`src/logic/pscl_pkg.sv`:
```
// Summary of operation
// - Switch state goes out and LED settings come in, every bit moving in step with the shift clock from the main logic.
// - The panel decodes every received command and answers every frame, legal or not, with a 16-bit response word.
// - The response holds switch state, LED state, acknowledge or negative acknowledge, and one odd parity bit.
// - The response shifts out while the command shifts in, and its bits 0 to 3 are fixed so they can go before decoding.
`default_nettype none

package pscl_pkg;

  localparam int        FRAME_BITS   = 16;
  localparam int        NUM_SW       = 5;
  localparam int        NUM_LED      = 5;
  localparam logic [4:0] LAST_BIT    = 5'h0F;

  // Response word layout, bit 0 leaves first.
  localparam int        RESP_FIX_LSB = 0;
  localparam int        RESP_SW_LSB  = 4;
  localparam int        RESP_LED_LSB = 9;
  localparam int        RESP_ACK_BIT = 14;
  localparam int        RESP_PAR_BIT = 15;
  localparam logic [3:0] RESP_FIXED  = 4'hA;

  // Command word layout, bit 0 arrives first; bit 15 is the even parity bit.
  localparam int        CMD_OPC_LSB  = 0;
  localparam int        CMD_LED_LSB  = 4;
  localparam logic [3:0] OPC_READ    = 4'h0;
  localparam logic [3:0] OPC_SET_LED = 4'h1;

  localparam logic [4:0] LED_RESET   = 5'h00;
  localparam logic       ACK_RESET   = 1'b1;

  function automatic logic [15:0] pscl_resp_build(input logic [4:0] sw,
                                                  input logic [4:0] led,
                                                  input logic       ack);
    logic [15:0] w;
    w = 16'h0000;
    w[RESP_FIX_LSB +: 4] = RESP_FIXED;
    w[RESP_SW_LSB +: 5]  = sw;
    w[RESP_LED_LSB +: 5] = led;
    w[RESP_ACK_BIT]      = ack;
    w[RESP_PAR_BIT]      = ~(^w[14:0]);
    return w;
  endfunction

  function automatic logic pscl_cmd_legal(input logic [15:0] w);
    logic par_ok;
    par_ok = ~(^w);
    return par_ok && (w[CMD_OPC_LSB +: 4] == OPC_READ || w[CMD_OPC_LSB +: 4] == OPC_SET_LED);
  endfunction

endpackage

`default_nettype wire

```
`src/logic/pscl_panel_link.sv`:
```
`timescale 1ns/1ps
`default_nettype none

module pscl_panel_link
  import pscl_pkg::*;
(
  input  wire logic               clk_sys,
  input  wire logic               rstn,
  input  wire logic               panel_shift_clock,
  input  wire logic               panel_command_line,
  input  wire logic               panel_link_clear_n,
  output logic                    panel_response_line,
  input  wire logic [NUM_SW-1:0]  switch_in,
  output logic      [NUM_LED-1:0] led_state,
  output logic      [15:0]        cmd_word,
  output logic                    cmd_strobe,
  output logic                    cmd_error
);

  localparam logic [15:0] RESP_RESET = pscl_resp_build(5'h00, LED_RESET, ACK_RESET);

  // ************************************************************
  // Pin synchronisers
  // ************************************************************
  logic [NUM_SW+2:0] pins_sync;
  logic              s_clk;
  logic              s_cmd;
  logic              s_clr_n;
  logic [4:0]        s_sw;

  pscl_sync #(.W(NUM_SW + 3)) u_sync (
    .clk_sys  (clk_sys),
    .rstn     (rstn),
    .async_in ({switch_in, panel_link_clear_n, panel_command_line, panel_shift_clock}),
    .sync_out (pins_sync)
  );

  assign s_clk   = pins_sync[0];
  assign s_cmd   = pins_sync[1];
  assign s_clr_n = pins_sync[2];
  assign s_sw    = pins_sync[NUM_SW+2:3];

  // ************************************************************
  // Shift engine
  // ************************************************************
  logic        clk_prev;
  logic        rise;
  logic        fall;
  logic [4:0]  bit_cnt;
  logic [15:0] rx_sh;
  logic [15:0] tx_sh;
  logic        ack_prev;
  logic [15:0] next_rx_sh;
  logic [15:0] next_tx_sh;
  logic [4:0]  next_bit_cnt;
  logic        next_resp;
  logic        next_ack_prev;
  logic [4:0]  next_led;
  logic [15:0] next_cmd_word;
  logic        next_strobe;
  logic        next_error;

  assign rise = s_clk & ~clk_prev;
  assign fall = ~s_clk & clk_prev;

  always_comb begin
    next_rx_sh    = rx_sh;
    next_tx_sh    = tx_sh;
    next_bit_cnt  = bit_cnt;
    next_resp     = panel_response_line;
    next_ack_prev = ack_prev;
    next_led      = led_state;
    next_cmd_word = cmd_word;
    next_strobe   = 1'b0;
    next_error    = 1'b0;
    if (!s_clr_n) begin
      // A clear abandons a half-received frame so the retry starts aligned.
      next_bit_cnt = 5'h00;
      next_tx_sh   = pscl_resp_build(s_sw, led_state, ack_prev);
      next_resp    = next_tx_sh[0];
    end else if (rise) begin
      next_rx_sh   = {s_cmd, rx_sh[15:1]};
      next_bit_cnt = bit_cnt + 5'h01;
      if (bit_cnt == LAST_BIT) begin
        next_bit_cnt = 5'h00;
        if (pscl_cmd_legal(next_rx_sh)) begin
          next_ack_prev = 1'b1;
          next_cmd_word = next_rx_sh;
          next_strobe   = 1'b1;
          if (next_rx_sh[CMD_OPC_LSB +: 4] == OPC_SET_LED) begin
            next_led = next_rx_sh[CMD_LED_LSB +: 5];
          end
        end else begin
          next_ack_prev = 1'b0;
          next_error    = 1'b1;
        end
      end
    end else if (bit_cnt == 5'h00) begin
      // Between frames the word tracks the switches; it freezes at the first rising edge.
      next_tx_sh = pscl_resp_build(s_sw, led_state, ack_prev);
      next_resp  = next_tx_sh[0];
    end else if (fall) begin
      next_tx_sh = {1'b0, tx_sh[15:1]};
      next_resp  = tx_sh[1];
    end
  end

  always_ff @(posedge clk_sys or negedge rstn) begin
    if (!rstn) begin
      clk_prev            <= 1'b0;
      rx_sh               <= 16'h0000;
      tx_sh               <= RESP_RESET;
      bit_cnt             <= 5'h00;
      panel_response_line <= RESP_RESET[0];
      ack_prev            <= ACK_RESET;
      led_state           <= LED_RESET;
      cmd_word            <= 16'h0000;
      cmd_strobe          <= 1'b0;
      cmd_error           <= 1'b0;
    end else begin
      clk_prev            <= s_clk;
      rx_sh               <= next_rx_sh;
      tx_sh               <= next_tx_sh;
      bit_cnt             <= next_bit_cnt;
      panel_response_line <= next_resp;
      ack_prev            <= next_ack_prev;
      led_state           <= next_led;
      cmd_word            <= next_cmd_word;
      cmd_strobe          <= next_strobe;
      cmd_error           <= next_error;
    end
  end
endmodule

`default_nettype wire

```
`src/logic/pscl_sync.sv`:
```
`timescale 1ns/1ps
`default_nettype none

module pscl_sync #(
  parameter int W = 1
) (
  input  wire logic         clk_sys,
  input  wire logic         rstn,
  input  wire logic [W-1:0] async_in,
  output logic      [W-1:0] sync_out
);

  logic [W-1:0] meta;

  always_ff @(posedge clk_sys or negedge rstn) begin
    if (!rstn) begin
      meta     <= '0;
      sync_out <= '0;
    end else begin
      meta     <= async_in;
      sync_out <= meta;
    end
  end

endmodule

`default_nettype wire

```
`config.mk`:
```
export PLATFORM = sky130hd
export DESIGN_NAME = pscl_panel_link
export DESIGN_NICKNAME = d
export VERILOG_FILES = /design/src/logic/pscl_pkg.sv /design/src/logic/pscl_panel_link.sv /design/src/logic/pscl_sync.sv
export SDC_FILE = /design/constraint.sdc
export NUM_CORES = 1
export LEC_CHECK = 0
export BUFFER_PORTS_ARGS = -buffer_cell sky130_fd_sc_hd__buf_4
export CAP_MARGIN = 40
export CORE_MARGIN = 2
export CORE_UTILIZATION = 35
export DETAILED_ROUTE_END_ITERATION = 10
export GPL_TIMING_DRIVEN = 0
export PLACE_DENSITY = 0.48
export SKIP_CTS_REPAIR_TIMING = 1
export SYNTH_ARGS = -nofsm -noshare
export SYNTH_HDL_FRONTEND = slang
export SYNTH_SLANG_ARGS = --single-unit
```
`constraint.sdc`:
```
create_clock -name clk_sys -period 4.85 [get_ports clk_sys]
set_input_delay 0.97 -clock clk_sys [delete_from_list [all_inputs] [get_ports clk_sys]]
set_output_delay 0.97 -clock clk_sys [all_outputs]
set_load 0.01 [all_outputs]
```
# == After elaboration in Yosys (flattened, before gate mapping) ==
# Cells that the tools add are included.
# totals
register_bits,79
inputBits,10
out_inout_bits,24
# classes
n_addsub,1
n_eq_ne,5
mux,19
n_bitwise,6
n_reduce_logical,11
# ops
operator,count
$mux 16,4
$reduce_xor 16->1,1
$mux 5,3
$reduce_xor 15->1,1
$mux 1,12
$add 5x1->5 const B,1
$eq 5x4->1 const B,1
$logic_not 5->1,1
$reduce_and 5->1,1
$eq 4x1->1 const B,1
$logic_not 4->1,1
$ne 2x2->1 const B,2
$not 1->1,4
$reduce_and 2->1,2
$reduce_and 4->1,1
$ne 3x3->1 const B,1
$reduce_and 3->1,1
$and 1x1->1,2
$logic_and 1x1->1,1
$logic_or 1x1->1,1

# == Longest topological paths before layout ==
# depth
word_depth,7
mapped_depth,8
depth_no_buf,7

# == Modules after synthesis ==
# A second synthesis with hierarchy kept.
# hier_totals
cells_unflattened,246
hier_area_um2,3161.8
# by_module_without_submodules
mod,n_inst,cells_per_inst,area_each_um2
pscl_panel_link,1,230,2761.4
pscl_sync,1,16,400.4

# == Worst setup path before layout ==
# Ideal clock, no wire load.
# synth_timing
kind,register to register
start,register rx_sh[1]
end,register cmd_word[10]
setup_time_ns,0.125
arrival_time_ns,2.327
t_required_ns,4.725
path_slack_ns,2.399
path_stages_with_launch,9
cell_sequence,dfrtp_1 > inv_1 > ha_1 > xnor2_1 > xnor3_1 > xnor3_2 > nor3_4 > buf_6 > mux2_2
# synth_via
elab_chain_len,4
word_cells_on_any_way,7
# synth_rtl
element,line,source
"start, declared",pscl_panel_link.sv:50,logic [15:0] rx_sh;
"start signal, assigned",pscl_panel_link.sv:122,rx_sh <= next_rx_sh;
"$reduce_xor 16->1, or another cell as far along",pscl_pkg.sv:47,par_ok = ~(^w);
$not 1->1 or $logic_or 1x1->1 (tied branches),"pscl_pkg.sv:47, pscl_pkg.sv:48",
$logic_and 1x1->1 *,pscl_pkg.sv:48,return par_ok && (w[CMD_OPC_LSB +: 4] == OPC_READ || w[CMD_OPC_LSB +: 4] == OPC_SET_LED);
$reduce_and 4->1 (no line) *,-,
"end signal, assigned",pscl_panel_link.sv:128,cmd_word <= next_cmd_word;
"end, declared",pscl_panel_link.sv:15,"output logic [15:0] cmd_word,"
# Every way passes the cells marked *; elsewhere a longest branch is shown, timed or not.
# A chain may end at the register's enable or synchronous reset.

# == Final worst setup path ==
# layout_timing
start,register rx_sh[4]
end,register cmd_word[15]
# Same word-level chain as after synthesis.

==> impl_metrics.csv <==
group,metric,value,unit
finish,nFillCells,828,
placement,place_ws,2.18,ns
power,p_leak,1.88,nW
die,core.rowCount,34,
synth,synthAdderAreaFrac,1.97,%
synth,synth_xor_area_share,6.98,%
critical_path,path_cells,"inv_1 > ha_1 > xnor2_1 > xnor3_1 > xnor3_2 > nor3_4 > buf_6 > mux2_2",
die,fp.coreArea,8760,um^2
finish,mostFrequentLayoutCells,"73 x dfrtp_1, 33 x buf_4, 28 x mux2_2",
timing,tightest_slew,0.693,ns
die,top_level_ports,34,
synth,synth_fp_nets,247,
clock_tree,cts_tree,"yes",
drt,routedWlPerCell,13.8,um
synth,synth_cells,232,
clock_tree,ctsLongestPathBuffers,2,
drt,routed_wirelength,5.40,mm
critical_path,worst_path_max_delay_cell,"xnor3_2",
worst_hold_path,min_path_type,"reg -> reg",
global_route,grt_pass1_vias,1817,
synth,yosysUniqueCellTypes,31,
drt,via_per_inst,4.60,
synth,synth_seq_cells,77,
timing,fin_hold_ws,0.350,ns
synth,muxShareOfSynthArea,16.4,%
drt,dr.pass1.iters,4,
die,die_h,99.2,um
finish,drive_gt1_share,32.6,%
power,power_frac_comb,18.9,%
power,seqPwrFrac,48.4,%
critical_path,path_class,"reg -> reg",
die,die_x,99.2,um
clock_tree,cts-htree-levels,3,
die,dieArea,9840,um^2
global_route,antenna_found_initial,0,
power,switching_share,25.8,%
global_route,grt_usage,12.0,%
synth,yosys.area_share.simple,5.88,%
critical_path,crit_path_start_kind,"register",
power,fin_total_pwr,1.53,mW
synth,ys_seq_area_share,60.9,%
timing,grt_setup_unrepaired,"no",
critical_path,crit_required,5.07,ns
placement,portBuffers,33,
drt,dr.first_iter.drc_count,40,
drt,wl_met1,2.70,mm
finish,final_common_cell,"dfrtp_1",
power,p_clk_share,32.7,%
critical_path,crit_fanout,10,
drt,dr_wl_met3,296,um
placement,dp_hpwl,3.67,mm
status,status,"finished, final reports clean",
drt,antenna_left,0,
timing,slew-limit-headroom,53.3,%
synth,synth.yosys.warnings,0,
timing,setup_violations,0,
finish,area_delta_synth_final,19.6,%
synth,synth-compound-area-share,5.28,%
global_route,grt_max_degree,53,
synth,synth_top_family_by_area,"multiplexers",
synth,avgSynthCellArea,13.7,um^2
power,peakVddDrop,0.000267,V
critical_path,cp-end-kind,"register",
timing,period_share,54.9,%
clock_tree,cts_num_sinks,77,
finish,nets,292,
finish,final_util,43.3,%
clock_tree,root_buffer,"clkbuf_8",
power,powerDensity,403,nW/um^2
placement,gp_congestion,0.701,
timing,worst_slack,2.19,ns
timing,hold_viol,0,
clock_tree,clock_latency,0.34,ns
timing,tns,0,ns
finish,diodes,0,
global_route,overflow,0,
global_route,grt_first_pass_wirelength,9.33,mm
timing,fin_skew,0.00981,ns
synth,netlist_area,3170,um^2
clock_tree,clk_pin_slew,0.07,ns
critical_path,max_stage_delay,0.44,ns
timing,fin_crit,2.66,ns
drt,top_layer_used,"met4",
drt,vias,1794,
critical_path,arrival,2.88,ns
drt,wl_met2,2.33,mm
drt,drcViolationCount,0,
power,internal_power,1.14,mW
timing,fmax,376,MHz
run,drv_cap,0,
power,power.switching,0.395,mW
die,initial_core_util,36.2,%
timing,slew_viol_final,0,
clock_tree,cts_made_buffers,9,
==> worst max-delay path: cells and delay by family (launching register included) <==
family | cells | cell delay (ns)
flip-flops | 1 | 0.38
buffers and inverters | 2 | 0.30
multiplexers | 1 | 0.34
XOR/XNOR | 3 | 0.84
adder cells (fa/ha/maj) | 1 | 0.28
AND/OR/NAND/NOR | 1 | 0.41
==> state kept, by name, indices dropped and copies added (netlist names) <==
| register | count |
|---|---|
| panel_response_line | 1 |
| u_sync.sync_out | 8 |
| tx_sh | 15 |
| bit_cnt | 5 |
| cmd_strobe | 1 |
| u_sync.meta | 8 |
| cmd_word | 16 |
| ack_prev | 1 |
| cmd_error | 1 |
| rx_sh | 15 |
| clk_prev | 1 |
| led_state | 5 |
==> logic make-up (layout without fill, tap and decap cells) <==
logic type | count (synthesis) | count (layout)
buffers and inverters | 16 | 66
flip-flops | 77 | 77
multiplexers | 46 | 46
adder cells (fa/ha/maj) | 5 | 5
AO/OA/AOI/OAI | 26 | 26
XOR/XNOR | 22 | 22
AND/OR/NAND/NOR | 40 | 40
==> per-layer routing <==
layer  GRT usage, %  vias to the layer above
met2           17.8                       35
li1               -                      874
met4           3.79                        0
met5              0                        -
met1           16.2                      879
met3           5.06                        6
==> path summary, 6_finish.rpt <==
kind,from,end,slack (ns),depth (start not counted)
min in group asynchronous,rstn,u_sync.sync_out[5]$_DFF_PN0_,0.54,1
setup reg to reg,rx_sh[4]$_DFFE_PN0P_,cmd_word[15]$_DFFE_PN0P_,2.19,8
hold reg to reg,u_sync.meta[1]$_DFF_PN0_,u_sync.sync_out[1]$_DFF_PN0_,0.35,0
setup / recovery,rx_sh[4]$_DFFE_PN0P_,cmd_word[15]$_DFFE_PN0P_,2.19,8
hold / removal,u_sync.meta[1]$_DFF_PN0_,u_sync.sync_out[1]$_DFF_PN0_,0.35,0
max in group asynchronous,rstn,tx_sh[14]$_DFFE_PN1P_,3.69,2
==> cell usage after synthesis (all sizes together) <==
master | count | share of area [%]
nand3 | 3 | 0.47
xnor2 | 17 | 4.7
nor2 | 5 | 0.59
dfstp | 4 | 3.3
clkbuf | 5 | 0.59
o22ai | 1 | 0.20
o41ai | 1 | 0.51
xor2 | 3 | 0.83
xnor3 | 2 | 1.5
o211a | 1 | 0.32
ha | 5 | 2.0
inv | 8 | 0.95
nor3 | 3 | 0.83
buf | 3 | 1.1
mux2 | 33 | 12
nor2b | 2 | 0.39
nand2 | 22 | 2.6
o21a | 1 | 0.24
dfrtp | 73 | 58
o311a | 1 | 0.32
a21o | 1 | 0.24
a21boi | 1 | 0.24
o21ai | 17 | 2.7
nand2b | 2 | 0.39
a22o | 2 | 0.55
mux2i | 13 | 4.1
or3 | 1 | 0.20
and2 | 2 | 0.39
==> stage by stage <==
step,instance area [um^2],instances
CTS,3790,390
floorplan,3170,232
detailed placement,3580,374
finish,3790,390
global placement,3560,373
global route,3790,390
==> power groups by stage <==
stage / Clock [mW] / Sequential [mW] / Combinational, mW
after floorplan: 0 / 0.738 / 0.247
after global placement: 0 / 0.755 / 0.288
after detailed placement: 0 / 0.755 / 0.293
after CTS: 0.527 / 0.742 / 0.294
after global routing: 0.554 / 0.751 / 0.313
final: 0.501 / 0.741 / 0.289
==> area by class of cell <==
cell class | instances | area [um^2] | share of cell area, %
sequential | 77 | 1930 | 50.9
multi-input combinational | 139 | 1160 | 30.5
timing repair buffer | 34 | 275 | 7.25
clock buffer | 13 | 169 | 4.45
tap | 108 | 135 | 3.56
buffer | 8 | 52.6 | 1.38
clock inverter | 3 | 42.5 | 1.12
inverter | 8 | 30.0 | 0.791
Note: power is estimated with default switching activity, not from simulation.
